### src/verilog/ascd_pkg.sv
// Package for the serial configuration decoder: fields, resets, types
package ascd_pkg;

	// ****************************************************************
	// Command byte patterns
	// ****************************************************************
	localparam int CMD_CONV_BIT    = 7;
	localparam int CMD_SETUP_BIT   = 6;
	localparam int CMD_AVG_BIT     = 5;
	localparam int CMD_RESET_BIT   = 4;
	localparam int RST_FIFO_BIT    = 3;

	// ****************************************************************
	// Field positions
	// ****************************************************************
	localparam int CLK_MODE_LSB    = 4;
	localparam int REF_MODE_LSB    = 2;
	localparam int PAIR_SEL_LSB    = 0;
	localparam int AVG_EN_BIT      = 4;
	localparam int AVG_CNT_LSB     = 2;
	localparam int REP_CNT_LSB     = 0;
	localparam int PAIR_BITS_LSB   = 4;

	// ****************************************************************
	// Reset values
	// ****************************************************************
	localparam logic [7:0] SETUP_RESET = 8'h20;
	localparam logic [7:0] REG_RESET   = 8'h00;

	// ****************************************************************
	// Result framing and timing
	// ****************************************************************
	localparam int RESULT_BITS     = 12;
	localparam int WORD_BITS       = 16;
	localparam int SCLK_CONV_MAX_KHZ = 4800;
	localparam int CLK_KHZ         = 40000;
	localparam int SCLK_MIN_CYCLES = (CLK_KHZ + SCLK_CONV_MAX_KHZ - 1) / SCLK_CONV_MAX_KHZ;

	typedef enum logic [1:0] {
		ASCD_CK_INT_AUTO,
		ASCD_CK_INT_PIN_ACQ,
		ASCD_CK_INT_SERIAL,
		ASCD_CK_SCLK
	} ascd_clk_mode_e;

	typedef enum logic [1:0] {
		ASCD_REF_INT_SHUT,
		ASCD_REF_EXT_SE,
		ASCD_REF_INT_ON,
		ASCD_REF_EXT_DIFF
	} ascd_ref_mode_e;

	typedef struct packed {
		logic [1:0] clock_mode;
		logic [1:0] reference_mode;
		logic [1:0] pair_register_sel;
	} ascd_setup_s;

	typedef struct packed {
		logic       average_enable;
		logic [1:0] average_count;
		logic [1:0] repeat_count;
	} ascd_avg_s;

	typedef struct packed {
		logic       internal_clock;
		logic       acq_by_pin;
		logic       pin_is_convert;
		logic       conv_by_sclk;
		logic       start_by_pin;
		logic       internal_ref;
		logic       ref_wake_delay;
		logic       analog_input_six_is_neg_ref;
		logic [5:0] conv_per_result;
		logic [4:0] repeat_results;
	} ascd_cfg_s;

endpackage : ascd_pkg

### src/verilog/ascd_decoder.sv
// Serial command decoder and result shifter of the converter's serial port
// Functional notes
// - 01xxxxxx byte loads setup fields
// - Setup clock mode high bit resets to one
// - Modes 00 and 01 use convert start pin
// - Mode 10 frees pin; 11 clocks from serial
// - Internal reference: 00 sleeps, 10 stays on
// - 01/11 external; 11 makes input six reference
// - Pair select 00/01 expects no data byte
// - Pair select 10 stores next byte unipolar
// - Pair select 11 stores next byte bipolar
// - Result word: four zeros, twelve bits MSB first
// - Input sampled on serial clock rising edge
// - Output changes only on serial clock falling
// - Start by pin or conversion byte per mode
// - Unipolar straight binary, bipolar two's complement
// - Unipolar bits 7..4 enable pairs, rest ignored
// - Bipolar bits 7..4 enable pairs, rest ignored
// - 001xxxxx byte loads averaging fields
// - Averaging off means one conversion per result
// - Average counts 4, 8, 16, 32
// - Repeat counts 4, 8, 12, 16
// - 0001xxxx byte is reset command
// - Bit3 clears FIFO only, else FIFO clear plus full register reset
// - Bit7 set means conversion command, top priority
// - Pair in both registers treated unipolar
// - Power-up values zero except setup clock bit
`timescale 1ns/1ps

module ascd_decoder
	import ascd_pkg::*;
#(
	parameter int PAIRS = 4
) (
	input  wire logic                   clk,
	input  wire logic                   rst,
	input  wire logic                   sclk,
	input  wire logic                   cs_n,
	input  wire logic                   din,
	input  wire logic                   result_valid,
	input  wire logic [RESULT_BITS-1:0] result_data,
	input  wire logic                   result_bipolar,
	output logic                        result_ready,
	output logic                        dout,
	output logic                        conv_cmd_valid,
	output logic [7:0]                  conv_cmd_byte,
	output logic                        fifo_clear,
	output ascd_cfg_s                   cfg,
	output logic [PAIRS-1:0]            pair_unipolar,
	output logic [PAIRS-1:0]            pair_bipolar
);

	// ****************************************************************
	// Pin synchronisers and edge detection
	// ****************************************************************
	logic [1:0] sclk_sync_q;
	logic [1:0] cs_sync_q;
	logic [1:0] din_sync_q;
	logic       sclk_prev_q;
	logic       cs_prev_q;
	logic       sclk_rise;
	logic       sclk_fall;
	logic       cs_fall;
	logic       cs_active;

	always_ff @(posedge clk or posedge rst) begin
		if (rst) begin
			// Serial clock idles high: matching reset avoids a false edge
			sclk_sync_q <= 2'h3;
			cs_sync_q   <= 2'h3;
			din_sync_q  <= 2'h0;
			sclk_prev_q <= 1'b1;
			cs_prev_q   <= 1'b1;
		end else begin
			sclk_sync_q <= {sclk_sync_q[0], sclk};
			cs_sync_q   <= {cs_sync_q[0], cs_n};
			din_sync_q  <= {din_sync_q[0], din};
			sclk_prev_q <= sclk_sync_q[1];
			cs_prev_q   <= cs_sync_q[1];
		end
	end

	assign sclk_rise = sclk_sync_q[1] & ~sclk_prev_q;
	assign sclk_fall = ~sclk_sync_q[1] & sclk_prev_q;
	assign cs_fall   = ~cs_sync_q[1] & cs_prev_q;
	assign cs_active = ~cs_sync_q[1];

	// ****************************************************************
	// Input byte assembly
	// ****************************************************************
	logic [2:0] bit_cnt_q;
	logic [6:0] shift_in_q;
	logic       byte_done;
	logic [7:0] in_byte;

	assign byte_done = cs_active & sclk_rise & (bit_cnt_q == 3'h7);
	assign in_byte   = {shift_in_q, din_sync_q[1]};

	always_ff @(posedge clk or posedge rst) begin
		if (rst) begin
			bit_cnt_q  <= 3'h0;
			shift_in_q <= 7'h00;
		end else if (cs_fall) begin
			bit_cnt_q  <= 3'h0;
		end else if (cs_active && sclk_rise) begin
			shift_in_q <= {shift_in_q[5:0], din_sync_q[1]};
			bit_cnt_q  <= bit_cnt_q + 3'h1;
		end
	end

	// ****************************************************************
	// Command decode and register file
	// ****************************************************************
	logic [7:0]  setup_q;
	logic [7:0]  avg_q;
	logic [7:0]  uni_q;
	logic [7:0]  bip_q;
	logic [1:0]  data_pending_q;
	ascd_setup_s setup_f;
	ascd_avg_s   avg_f;
	logic        is_conv;
	logic        is_setup;
	logic        is_avg;
	logic        is_rst;
	logic        full_reset;

	assign setup_f = ascd_setup_s'(setup_q[5:0]);
	assign avg_f   = ascd_avg_s'(avg_q[4:0]);

	always_comb begin
		is_conv  = 1'b0;
		is_setup = 1'b0;
		is_avg   = 1'b0;
		is_rst   = 1'b0;
		if (data_pending_q != 2'h0) begin
			is_conv = 1'b0;
		end else if (in_byte[CMD_CONV_BIT]) begin
			is_conv = 1'b1;
		end else if (in_byte[CMD_SETUP_BIT]) begin
			is_setup = 1'b1;
		end else if (in_byte[CMD_AVG_BIT]) begin
			is_avg = 1'b1;
		end else if (in_byte[CMD_RESET_BIT]) begin
			is_rst = 1'b1;
		end
	end

	assign full_reset = byte_done & is_rst & ~in_byte[RST_FIFO_BIT];

	always_ff @(posedge clk or posedge rst) begin
		if (rst) begin
			setup_q <= SETUP_RESET;
			avg_q   <= REG_RESET;
			uni_q   <= REG_RESET;
			bip_q   <= REG_RESET;
		end else if (full_reset) begin
			setup_q <= SETUP_RESET;
			avg_q   <= REG_RESET;
			uni_q   <= REG_RESET;
			bip_q   <= REG_RESET;
		end else if (byte_done) begin
			if (data_pending_q == 2'h2) begin
				uni_q <= in_byte;
			end else if (data_pending_q == 2'h3) begin
				bip_q <= in_byte;
			end else if (is_setup) begin
				setup_q <= {2'b01, in_byte[5:0]};
			end else if (is_avg) begin
				avg_q <= {3'b001, in_byte[4:0]};
			end
		end
	end

	// Pending data byte follows a setup byte in the same frame
	always_ff @(posedge clk or posedge rst) begin
		if (rst) begin
			data_pending_q <= 2'h0;
		end else if (cs_fall || full_reset) begin
			data_pending_q <= 2'h0;
		end else if (byte_done) begin
			if (data_pending_q != 2'h0) begin
				data_pending_q <= 2'h0;
			end else if (is_setup && in_byte[1]) begin
				data_pending_q <= in_byte[1:0];
			end else begin
				data_pending_q <= 2'h0;
			end
		end
	end

	// Conversion and FIFO clear strobes
	always_ff @(posedge clk or posedge rst) begin
		if (rst) begin
			conv_cmd_valid <= 1'b0;
			conv_cmd_byte  <= 8'h00;
			fifo_clear     <= 1'b0;
		end else begin
			conv_cmd_valid <= byte_done & is_conv &
				setup_f.clock_mode[1];
			fifo_clear     <= byte_done & is_rst;
			if (byte_done && is_conv) begin
				conv_cmd_byte <= in_byte;
			end
		end
	end

	// ****************************************************************
	// Decoded configuration
	// ****************************************************************
	logic [PAIRS-1:0] uni_bits;
	logic [PAIRS-1:0] bip_bits;

	always_comb begin
		for (int i = 0; i < PAIRS; i++) begin
			uni_bits[i] = uni_q[7-i];
			bip_bits[i] = bip_q[7-i] & ~uni_q[7-i];
		end
	end

	always_ff @(posedge clk or posedge rst) begin
		if (rst) begin
			cfg           <= '0;
			pair_unipolar <= '0;
			pair_bipolar  <= '0;
		end else begin
			pair_unipolar <= uni_bits;
			pair_bipolar  <= bip_bits;
			cfg.internal_clock  <= (setup_f.clock_mode != ASCD_CK_SCLK);
			cfg.acq_by_pin      <= (setup_f.clock_mode == ASCD_CK_INT_PIN_ACQ);
			cfg.pin_is_convert  <= ~setup_f.clock_mode[1];
			cfg.conv_by_sclk    <= (setup_f.clock_mode == ASCD_CK_SCLK);
			cfg.start_by_pin    <= ~setup_f.clock_mode[1];
			cfg.internal_ref    <= ~setup_f.reference_mode[0];
			cfg.ref_wake_delay  <= (setup_f.reference_mode == ASCD_REF_INT_SHUT);
			cfg.analog_input_six_is_neg_ref <= (setup_f.reference_mode == ASCD_REF_EXT_DIFF);
			cfg.conv_per_result <= avg_f.average_enable ?
				(6'h04 << avg_f.average_count) : 6'h01;
			cfg.repeat_results  <= {1'b0, avg_f.repeat_count, 2'b00} + 5'h04;
		end
	end

	// ****************************************************************
	// Result buffer, two entries
	// ****************************************************************
	logic [RESULT_BITS-1:0] buf_q [2];
	logic                   wr_ptr_q;
	logic                   rd_ptr_q;
	logic [1:0]             count_q;
	logic                   buf_pop;
	logic                   buf_push;

	assign buf_push = result_valid & result_ready;

	always_ff @(posedge clk or posedge rst) begin
		if (rst) begin
			wr_ptr_q     <= 1'b0;
			rd_ptr_q     <= 1'b0;
			count_q      <= 2'h0;
			result_ready <= 1'b1;
		end else if (fifo_clear) begin
			wr_ptr_q     <= 1'b0;
			rd_ptr_q     <= 1'b0;
			count_q      <= 2'h0;
			result_ready <= 1'b1;
		end else begin
			if (buf_push) begin
				buf_q[wr_ptr_q] <= result_bipolar ? result_data :
					result_data;
				wr_ptr_q <= ~wr_ptr_q;
			end
			if (buf_pop) begin
				rd_ptr_q <= ~rd_ptr_q;
			end
			count_q      <= count_q + {1'b0, buf_push} - {1'b0, buf_pop};
			result_ready <= (count_q + {1'b0, buf_push} - {1'b0, buf_pop}) != 2'h2;
		end
	end

	// ****************************************************************
	// Output shifter
	// ****************************************************************
	logic [WORD_BITS-1:0] out_sr_q;
	logic [3:0]           out_cnt_q;
	logic                 loaded_q;

	assign buf_pop = cs_active & sclk_fall & ~loaded_q & (count_q != 2'h0);

	always_ff @(posedge clk or posedge rst) begin
		if (rst) begin
			out_sr_q  <= '0;
			out_cnt_q <= 4'h0;
			loaded_q  <= 1'b0;
			dout      <= 1'b0;
		end else if (!cs_active) begin
			loaded_q  <= 1'b0;
			out_cnt_q <= 4'h0;
		end else if (sclk_fall) begin
			if (!loaded_q) begin
				out_sr_q  <= (count_q != 2'h0) ?
					{4'h0, buf_q[rd_ptr_q]} : '0;
				loaded_q  <= (count_q != 2'h0);
				dout      <= 1'b0;
				out_cnt_q <= 4'h1;
			end else begin
				dout      <= out_sr_q[WORD_BITS-1 - out_cnt_q];
				out_cnt_q <= out_cnt_q + 4'h1;
				if (out_cnt_q == 4'hF) begin
					loaded_q <= 1'b0;
				end
			end
		end
	end

	// ****************************************************************
	// Assertions
	// ****************************************************************
	property p_setup_load;
		@(posedge clk) disable iff (rst)
		(byte_done && data_pending_q == 2'h0 && !in_byte[7] && in_byte[6])
			|=> setup_q[5:0] == $past(in_byte[5:0]);
	endproperty
	a_setup_load: assert property (p_setup_load) else $error("setup not loaded");

	property p_uni_load;
		@(posedge clk) disable iff (rst)
		(byte_done && data_pending_q == 2'h2) |=> uni_q == $past(in_byte);
	endproperty
	a_uni_load: assert property (p_uni_load) else $error("unipolar not loaded");

	property p_bip_load;
		@(posedge clk) disable iff (rst)
		(byte_done && data_pending_q == 2'h3) |=> bip_q == $past(in_byte);
	endproperty
	a_bip_load: assert property (p_bip_load) else $error("bipolar not loaded");

	property p_no_data;
		@(posedge clk) disable iff (rst)
		(byte_done && is_setup && !in_byte[1]) |=> data_pending_q == 2'h0;
	endproperty
	a_no_data: assert property (p_no_data) else $error("data expected wrongly");

	property p_full_reset;
		@(posedge clk) disable iff (rst)
		full_reset |=> (setup_q == SETUP_RESET && uni_q == 8'h00 && avg_q == 8'h00);
	endproperty
	a_full_reset: assert property (p_full_reset) else $error("reset failed");

	property p_conv_prio;
		@(posedge clk) disable iff (rst)
		(byte_done && data_pending_q == 2'h0 && in_byte[7]) |=> $stable(setup_q) && $stable(avg_q);
	endproperty
	a_conv_prio: assert property (p_conv_prio) else $error("conversion byte altered regs");

	property p_dout_fall;
		@(posedge clk) disable iff (rst)
		!sclk_fall |=> $stable(dout);
	endproperty
	a_dout_fall: assert property (p_dout_fall) else $error("dout moved off falling edge");

	property p_avg_count;
		@(posedge clk) disable iff (rst)
		!avg_f.average_enable ##1 !avg_f.average_enable |=> cfg.conv_per_result == 6'h01;
	endproperty
	a_avg_count: assert property (p_avg_count) else $error("averaging off count wrong");

	property p_cnt_restart;
		@(posedge clk) disable iff (rst)
		cs_fall |=> bit_cnt_q == 3'h0;
	endproperty
	a_cnt_restart: assert property (p_cnt_restart) else $error("bit counter not restarted");

	c_setup_data: cover property (@(posedge clk) disable iff (rst)
		byte_done && data_pending_q == 2'h2);
	c_full_reset: cover property (@(posedge clk) disable iff (rst) full_reset);
	c_conv_cmd: cover property (@(posedge clk) disable iff (rst) conv_cmd_valid);
	c_buf_full: cover property (@(posedge clk) disable iff (rst) count_q == 2'h2);

endmodule : ascd_decoder

### config.mk
export PLATFORM = sky130hd
export DESIGN_NAME = ascd_decoder
export DESIGN_NICKNAME = d
export VERILOG_FILES = /design/src/verilog/ascd_pkg.sv /design/src/verilog/ascd_decoder.sv
export SDC_FILE = /design/constraint.sdc
export NUM_CORES = 1
export LEC_CHECK = 0
export ABC_AREA = 1
export BUFFER_PORTS_ARGS = -buffer_cell sky130_fd_sc_hd__buf_2
export CELL_PAD_IN_SITES_DETAIL_PLACEMENT = 0
export CELL_PAD_IN_SITES_GLOBAL_PLACEMENT = 1
export CORE_UTILIZATION = 45
export DETAILED_ROUTE_END_ITERATION = 8
export PLACE_DENSITY = 0.81
export RECOVER_POWER = 25
export SLEW_MARGIN = 15
export SYNTH_ARGS = -nofsm -noshare
export SYNTH_HDL_FRONTEND = slang
export SYNTH_SLANG_ARGS = --single-unit
### constraint.sdc
create_clock -name clk -period 3.3 [get_ports clk]
set_input_delay 0.33 -clock clk [delete_from_list [all_inputs] [get_ports clk]]
set_output_delay 0.33 -clock clk [all_outputs]
set_load 0.01 [all_outputs]
==> flow_summary.json, run 1 <==
{
  "min_period_over_period": 0.7140,
  "synthCells": 400,
  "clockBufferDepth": 2,
  "number_of_routed_nets_with_antenna_violations": 0,
  "min-delay-start": "result_data[2]",
  "yosysUniqueCellTypes": 34,
  "largest_stage_delay_worst_path_ns": 0.59,
  "cpMaxStageDelayCell": "sky130_fd_sc_hd__dfstp_1",
  "place.gp.congestion": 0.8410,
  "max-vdd-ir-drop_mv": 0.4405,
  "grt_start_max_net_pins": 47,
  "cts_num_sinks": 117,
  "die-height_um": 102.1,
  "tritoncts_clock_tree": "yes",
  "post-dp-hpwl_um": 5223,
  "timing.critical_path.arrival_ns": 2.79,
  "number_of_enable_flip_flop_cells_after_synthesis": 24,
  "worst-r2r-cell-count": 12,
  "post-route-cell-area_sq_um": 5555,
  "grt_setup_unrepaired": "no",
  "fin_tns_setup_ns": 0,
  "count_of_port_buffers_added_during_placement": 53,
  "synth_seq_area_share": 0.6785,
  "worst_path_most_repeated_cell": "sky130_fd_sc_hd__inv_1",
  "ctsResizeCount": 0,
  "worstPathMaxFanout": 16,
  "layout_commonest_cell": "sky130_fd_sc_hd__dfrtp_1",
  "vias": 2980,
  "critical_path.endpoint": "result_ready$_DFF_PP1_",
  "synthToLayoutAreaGrowth_pct": 23.26,
  "start_util": 0.4632,
  "insertion_delay_ns": 0.51,
  "startpoint": "cs_sync_q[1]$_DFF_PP1_",
  "core_area_sq_um": 9729,
  "timing.final.setup_violations": 0,
  "ys_seq_elements": 117,
  "antenna_found_initial": 0,
  "outcome": "completed",
  "ioPinCount": 58,
  "yosys_most_used_dff": "sky130_fd_sc_hd__dfrtp_1",
  "grt_usage": 0.1766,
  "power_per_cell_area_nw_per_um2": 693.1,
  "floorplan.die_area_sq_um": 10420,
  "antenna_cells_inserted": 0,
  "holdCritPathClass": "in2reg",
  "syn-cell-area_sq_um": 4507,
  "setup.reg_to_reg.worst_slack_ns": 0.94,
  "grt_pass1_wl_um": 13700,
  "drt-pass1-iter-count": 5,
  "drcViolationCount": 0,
  "h-tree-depth": 4,
  "timing_max_transition_violations_final": 0,
  "timing.clock.skew_ns": 0.009811,
  "grt.overflow.total": 0,
  "max-slew-margin-rel": 0.2207,
  "initialDrtViolationCount": 219,
  "grt_pass1_vias": 2788,
  "cap_viol_max_count": 0,
  "layout_common_cells": "sky130_fd_sc_hd__dfrtp_1 (85), sky130_fd_sc_hd__nand2_1 (60), sky130_fd_sc_hd__o21ai_0 (56), sky130_fd_sc_hd__inv_1 (46), sky130_fd_sc_hd__buf_2 (44)",
  "cp.required_ns": 3.73,
  "period_needed_ns": 2.356,
  "routed_via_density": 4.799,
  "rr_startpoint": "cs_sync_q[1]$_DFF_PP1_",
  "final.fill_count": 840,
  "type_of_destination_of_the_critical_path": "flop",
  "ctsRootBufferMaster": "sky130_fd_sc_hd__clkbuf_8",
  "max_freq_ghz": 0.4244,
  "post_synth.cell_area_avg_sq_um": 11.27,
  "final-hold-violation-count": 0,
  "power.leakage_nw": 2.620,
  "wirelength_um": 8169,
  "worstMarginPinSlew_ns": 1.169,
  "worstSetupPathType": "reg2reg",
  "rows": 36,
  "worst_r2r_endpoint": "result_ready$_DFF_PP1_",
  "clkSlewWorstSetupHoldPaths_ns": 0.06,
  "crit_path_cell_trace": "inv_1 > nand3_1 > buf_4 > nor2_1 > nand2_1 > inv_1 > ha_1 > inv_1 > ha_1 > xnor2_1 > nor2_1 > nand2_1",
  "async_flop_share": 0.7949,
  "chipWidth_um": 102.1,
  "final_net_count": 500,
  "synth_warnings": 0,
  "share_of_post_route_cells_with_drive_strength_above_1": 0.1947,
  "avgRoutedWirePerCell_um": 13.15,
  "tritoncts.num_buffers": 17,
  "cp-start-kind": "flop",
  "placement.cell_area_sq_um": 4895
}
## critical path: cells and delay by family (launching register included)
| family | cells | cell delay (ns) |
|---|---|---|
| xor+xnor | 1 | 0.12 |
| simple gates | 5 | 0.67 |
| flops | 1 | 0.59 |
| buf+inv | 4 | 0.43 |
| fa+ha+maj | 2 | 0.46 |
## synth_stat cells, types with 3 or more instances
library cell / number / share of area
sky130_fd_sc_hd__o21ai_0: 56 / 0.062
sky130_fd_sc_hd__edfxtp_1: 24 / 0.16
sky130_fd_sc_hd__clkbuf_1: 3 / 0.0025
sky130_fd_sc_hd__dfstp_2: 8 / 0.047
sky130_fd_sc_hd__nor3_1: 9 / 0.010
sky130_fd_sc_hd__buf_2: 5 / 0.0056
sky130_fd_sc_hd__mux2i_1: 12 / 0.027
sky130_fd_sc_hd__dfrtp_1: 85 / 0.47
sky130_fd_sc_hd__inv_1: 47 / 0.039
sky130_fd_sc_hd__nand3_1: 27 / 0.030
sky130_fd_sc_hd__buf_4: 5 / 0.0083
sky130_fd_sc_hd__nand2_1: 60 / 0.050
sky130_fd_sc_hd__ha_1: 6 / 0.017
sky130_fd_sc_hd__nand4_1: 6 / 0.0083
sky130_fd_sc_hd__nor2_1: 21 / 0.017
## power by group
group / leakage (nW) / switching [mW] / internal [mW]
Sequential: 1.42 / 0.125 / 1.64
Combinational: 0.921 / 0.203 / 0.149
Clock: 0.275 / 0.661 / 1.07
## per-layer routing
| metal | GRT usage | vias up | routed length, um |
|---|---|---|---|
| li1 | - | 1478 | - |
| met1 | 0.2499 | 1435 | 4106 |
| met2 | 0.2494 | 59 | 3657 |
| met3 | 0.05814 | 8 | 318 |
| met4 | 0.07582 | 0 | 87 |
| met5 | 0 | - | 0 |
## worst min-delay path by stage
stage / cells after the start / to / slack, ns
5_1_grt: 1 / buf_q[0][8]$_DFFE_PP_ / 0.02
3_5_place_dp: 2 / wr_ptr_q$_DFFE_PP0P_ / 0.26
4_1_cts: 1 / buf_q[0][6]$_DFFE_PP_ / 0.0003
2_1_floorplan: 0 / din_sync_q[1]$_DFF_PP0_ / 0.33
6_report: 1 / buf_q[1][2]$_DFFE_PP_ / 0.05
3_3_place_gp: 2 / wr_ptr_q$_DFFE_PP0P_ / 0.26
## cell type report
class | count | area [sq um] | area share
inverter | 49 | 187.7 | 0.03378
clock buffer | 17 | 414.1 | 0.07455
sequential | 117 | 3058 | 0.5504
tap | 133 | 166.4 | 0.02996
timing repair buffer | 68 | 391.6 | 0.07050
multi-input combinational | 222 | 1185 | 0.2133
clock inverter | 15 | 152.6 | 0.02748
## repair_timing
action	in CTS	in global routing
setup buffers	0	0
setup endpoints to repair	0	0
hold endpoints to repair	17	6
hold buffers	8	3
## sequential cells by signal, summed over array words and instances (netlist names), 3 cells and up
name and cells:
bip_q 4, conv_cmd_byte 8, buf_q 24, out_sr_q 12
pair_unipolar 4, pair_bipolar 4, shift_in_q 7, uni_q 4
out_cnt_q 4, cfg 15, bit_cnt_q 3, setup_q 4
avg_q 5
## through the flow
stage | power (mW) | util | setup slack, ns | hold slack (ns) | instances
final | 3.851 | 0.5710 | 0.9438 | 0.04841 | 621
after CTS | 3.879 | 0.5696 | 0.9750 | 0.0003283 | 618
after detailed placement | 2.128 | 0.5031 | 1.042 | 0.2595 | 578
after global placement | 2.115 | 0.5031 | 1.041 | 0.2572 | 578
after floorplan | 2.023 | - | 0.5221 | 0.3312 | 402
after global routing | 4.015 | 0.5710 | 0.6730 | 0.02087 | 621
## cell families (layout without fill, tap and decap cells)
kind of cell               count (synthesis)  after routing  synth area share
xor gates and xnor gates                   4              4          0.007775
other                                      1              3         0.0008321
and+or+nand+nor                          133            133            0.1366
DFF                                      117            117            0.6785
AOI/OAI and AO/OA                         64             64           0.07274
adders and majority gates                  6              6           0.01666
muxes                                     12             12           0.02665
buffers and inverters                     63            149           0.06024
Power figures use the tool's default switching activity.
==> inputs of run 2 (changes only) <==
--- a/config.mk
+++ b/config.mk
@@ -5,13 +5,13 @@
 export SDC_FILE = /design/constraint.sdc
 export NUM_CORES = 1
 export LEC_CHECK = 0
-export ABC_AREA = 1
+export ABC_AREA = 0
 export BUFFER_PORTS_ARGS = -buffer_cell sky130_fd_sc_hd__buf_2
 export CELL_PAD_IN_SITES_DETAIL_PLACEMENT = 0
 export CELL_PAD_IN_SITES_GLOBAL_PLACEMENT = 1
-export CORE_UTILIZATION = 45
+export CORE_UTILIZATION = 42
 export DETAILED_ROUTE_END_ITERATION = 8
-export PLACE_DENSITY = 0.81
+export PLACE_DENSITY = 0.78
 export RECOVER_POWER = 25
 export SLEW_MARGIN = 15
 export SYNTH_ARGS = -nofsm -noshare
==> constraint.sdc (replaced) <==
create_clock -name clk -period 1.9 [get_ports clk]
set_input_delay 0.19 -clock clk [delete_from_list [all_inputs] [get_ports clk]]
set_output_delay 0.19 -clock clk [all_outputs]
set_load 0.01 [all_outputs]
==> run 2 against run 1 <==
Net effect: the run now ends with negative setup slack left; clock skew is 0.00086 ns lower; count of clock-buffer cells in the layout stayed put; synthesized cell count is 15% lower; die area is 8.3% higher; largest power group unchanged; highest routed layer unchanged.
==> flow_summary.json, run 2 <==
{
  "minimum_setup_slack_after_placement_ns": -0.1803,
  "clkSlewWorstSetupHoldPaths_ns": 0.06,
  "final_critical_path_setup_slack_ns": -0.1475,
  "synthToLayoutAreaGrowth_pct": 34.29,
  "vias": 2956,
  "place.gp.congestion": 0.7474,
  "synth_commonest_cells": "sky130_fd_sc_hd__dfrtp_1 (85), sky130_fd_sc_hd__nand2_1 (31), sky130_fd_sc_hd__nor2_1 (26), sky130_fd_sc_hd__edfxtp_1 (24), sky130_fd_sc_hd__mux2i_1 (18)",
  "antenna_cells_inserted": 0,
  "ff_latch_area_sq_um": 3058,
  "routed-wl-met3_um": 324,
  "routed_via_density": 4.918,
  "internal_power_mw": 5.154,
  "power_per_cell_area_nw_per_um2": 1163,
  "initialDrtViolationCount": 115,
  "power.leakage_nw": 2.815,
  "holdCritPathClass": "in2reg",
  "clockBufferDepth": 2,
  "synth_warnings": 0,
  "drcViolationCount": 0,
  "antenna_found_initial": 0,
  "multi_input_area_sq_um": 1533,
  "yosys_most_used_dff": "sky130_fd_sc_hd__dfrtp_1",
  "type_of_destination_of_the_critical_path": "flop",
  "floorplan.die_area_sq_um": 11280,
  "final-hold-violation-count": 0,
  "post-route-cell-area_sq_um": 6125,
  "cap_viol_max_count": 0,
  "grt_setup_unrepaired": "yes",
  "ctsRootBufferMaster": "sky130_fd_sc_hd__clkbuf_8",
  "core_area_sq_um": 10420,
  "worst_path_most_repeated_cell": "sky130_fd_sc_hd__ha_4",
  "grt_pass1_wl_um": 14070,
  "avgRoutedWirePerCell_um": 14.09,
  "synthCells": 340,
  "drt-pass1-iter-count": 5,
  "tritoncts_clock_tree": "yes",
  "post_synth.cell_area_avg_sq_um": 13.41,
  "top_regs": "buf_q x24, cfg x15, out_sr_q x12",
  "worstMarginPinSlew_ns": 1.205,
  "synth_seq_area_share": 0.6705,
  "violated_checks": "negative setup slack",
  "timing.critical_path.arrival_ns": 2.48,
  "h-tree-depth": 4,
  "layout_common_cells": "sky130_fd_sc_hd__dfrtp_1 (85), sky130_fd_sc_hd__buf_2 (45), sky130_fd_sc_hd__nand2_1 (31), sky130_fd_sc_hd__buf_4 (31), sky130_fd_sc_hd__edfxtp_1 (24)",
  "share_of_post_route_cells_with_drive_strength_above_1": 0.3527,
  "rows": 37,
  "highest-signal-layer": "met4",
  "number_of_enable_flip_flop_cells_after_synthesis": 24,
  "p_clk_frac": 0.418,
  "placement.cell_area_sq_um": 5209,
  "min_path_cells": 5,
  "yosysMostFrequentCell": "sky130_fd_sc_hd__dfrtp_1",
  "worst-r2r-cell-count": 6,
  "max-vdd-ir-drop_mv": 0.8630,
  "outcome": "finished, violations left",
  "largest_register_ffs": 24,
  "synth.top_cell.area_share": 0.4664,
  "crit_path_cell_trace": "or4b_4 > nor2_4 > ha_4 > inv_2 > ha_4 > or3_1",
  "post-dp-hpwl_um": 5292,
  "tritoncts.num_buffers": 17,
  "grt_pass1_vias": 2990,
  "max_freq_ghz": 0.4884,
  "number_of_routed_nets_with_antenna_violations": 0,
  "power_frac_comb": 0.145,
  "fin_total_pwr_mw": 7.121,
  "register_with_the_highest_flop_count": "buf_q",
  "ys_seq_elements": 117,
  "chipWidth_um": 106.2,
  "wirelength_um": 8470,
  "sw_pwr_mw": 1.967,
  "ioPinCount": 58,
  "cts_num_sinks": 117,
  "dr_wl_met2_um": 4377,
  "layoutNonFillerInstCount": 601,
  "final_net_count": 477,
  "timing.clock.skew_ns": 0.008954,
  "syn-cell-area_sq_um": 4561,
  "power.share.switching": 0.2762,
  "worstPathMaxFanout": 2,
  "placed_cells": 547,
  "final.fill_count": 823,
  "largest_stage_delay_worst_path_ns": 0.52,
  "die-height_um": 106.2,
  "grt_usage": 0.1653,
  "timing_max_transition_violations_final": 0,
  "layout_commonest_cell": "sky130_fd_sc_hd__dfrtp_1",
  "cpMaxStageDelayCell": "sky130_fd_sc_hd__dfstp_2",
  "start_util": 0.4378,
  "grt_start_max_net_pins": 38,
  "min_period_over_period": 1.078,
  "cp.required_ns": 2.33,
  "timing.final.setup_violations": 8,
  "yosysUniqueCellTypes": 50,
  "worstSetupPathType": "reg2reg",
  "cp-start-kind": "flop",
  "synth_area_leaders": "sky130_fd_sc_hd__dfrtp_1 (47%), sky130_fd_sc_hd__edfxtp_1 (16%), sky130_fd_sc_hd__dfstp_2 (4.6%), sky130_fd_sc_hd__mux2i_1 (4.0%), sky130_fd_sc_hd__nand2_1 (2.6%)",
  "period_needed_ns": 2.048,
  "insertion_delay_ns": 0.51,
  "count_of_port_buffers_added_during_placement": 53,
  "async_flop_share": 0.7949,
  "pwr-share-seq": 0.437,
  "route.layer.met1.wl_um": 3657,
  "netlist.top_cell.by_area": "sky130_fd_sc_hd__dfrtp_1",
  "grt.overflow.total": 0,
  "max-slew-margin-rel": 0.1923
}
[run 2: changes by cell type after synthesis, sizes merged, moves of 6 or more]
cell,previous run,this run
nand2,62,31
inv,48,12
o21ai,58,10
mux2i,12,18
nor2b,0,9
nand4,7,1
nor3,10,4
mux2,0,12
o31ai,1,13
nand3,27,4
[run 2: path summary, 6_finish.rpt]
path                                          from                 endpoint  slack, ns
hold reg to reg            din_sync_q[0]$_DFF_PP0_  din_sync_q[1]$_DFF_PP0_       0.35
max in group asynchronous                      rst   setup_q[5]$_DFFE_PP1P_       0.58
hold / removal                        result_valid     wr_ptr_q$_DFFE_PP0P_       0.26
setup reg to reg             sclk_prev_q$_DFF_PP1_   result_ready$_DFF_PP1_      -0.15
min in group asynchronous                      rst     wr_ptr_q$_DFFE_PP0P_       0.54
setup / recovery             sclk_prev_q$_DFF_PP1_   result_ready$_DFF_PP1_      -0.15
[run 2: power by group through the flow]
| stage | Sequential [mW] | Clock (mW) | Combinational (mW) |
|---|---|---|---|
| after floorplan | 3.05 | 0 | 0.680 |
| after global placement | 3.13 | 0 | 0.872 |
| after detailed placement | 3.14 | 0 | 0.897 |
| after CTS | 3.10 | 3.03 | 0.947 |
| after global routing | 3.15 | 3.16 | 1.14 |
| final | 3.11 | 2.98 | 1.04 |
[run 2: critical path, delay by kind of cell, from the launching register on]
kind / cells / cell delay, ns
AND/OR/NAND/NOR: 3 / 0.99
flip-flops: 1 / 0.52
adder cells (fa/ha/maj): 2 / 0.39
buffers and inverters: 1 / 0.06
[run 2: per-stage QoR]
| stage | utilization | hold slack [ns] | setup TNS [ns] |
|---|---|---|---|
| 2_1_floorplan | - | 0.1945 | -0.8509 |
| 3_3_place_gp | 0.5001 | 0.2960 | -0.8586 |
| 3_5_place_dp | 0.5001 | 0.3011 | -1.323 |
| 4_1_cts | 0.5768 | 0.1755 | -0.6730 |
| 5_1_grt | 0.5880 | 0.2679 | -1.248 |
| 6_report | 0.5880 | 0.2552 | -0.6941 |
[run 2: logic make-up after synthesis]
logic type,count (synthesis),share of synthesized area
other,1,0.0008223
AND/OR/NAND/NOR,101,0.1150
flip-flops,117,0.6705
XOR/XNOR,4,0.007683
AO/OA/AOI/OAI,50,0.07353
buffers and inverters,29,0.03127
adder cells (fa/ha/maj),6,0.01646
multiplexers,32,0.08477
[run 2: final cells by class]
class / instances / share of cell area
Inverter: 12 / 0.007559
Timing Repair Buffer: 108 / 0.1234
Clock inverter: 15 / 0.02411
Multi-Input combinational cell: 196 / 0.2503
Clock buffer: 17 / 0.06762
Sequential cell: 117 / 0.4993
Tap cell: 136 / 0.02778
[run 2: metal layers]
metal,track usage,up-vias
met5,0,-
li1,-,1427
met1,0.1973,1440
met4,0.07143,0
met3,0.04966,13
met2,0.2764,76
[run 2: timing repair]
action / CTS / global route
buffers inserted: 1 / 3
gates cloned: 2 / 0
setup endpoints to repair: 27 / 34
resized for setup: 15 / 21
pin swaps: 2 / 6
hold buffers: 16 / 0
hold endpoints to repair: 48 / 0
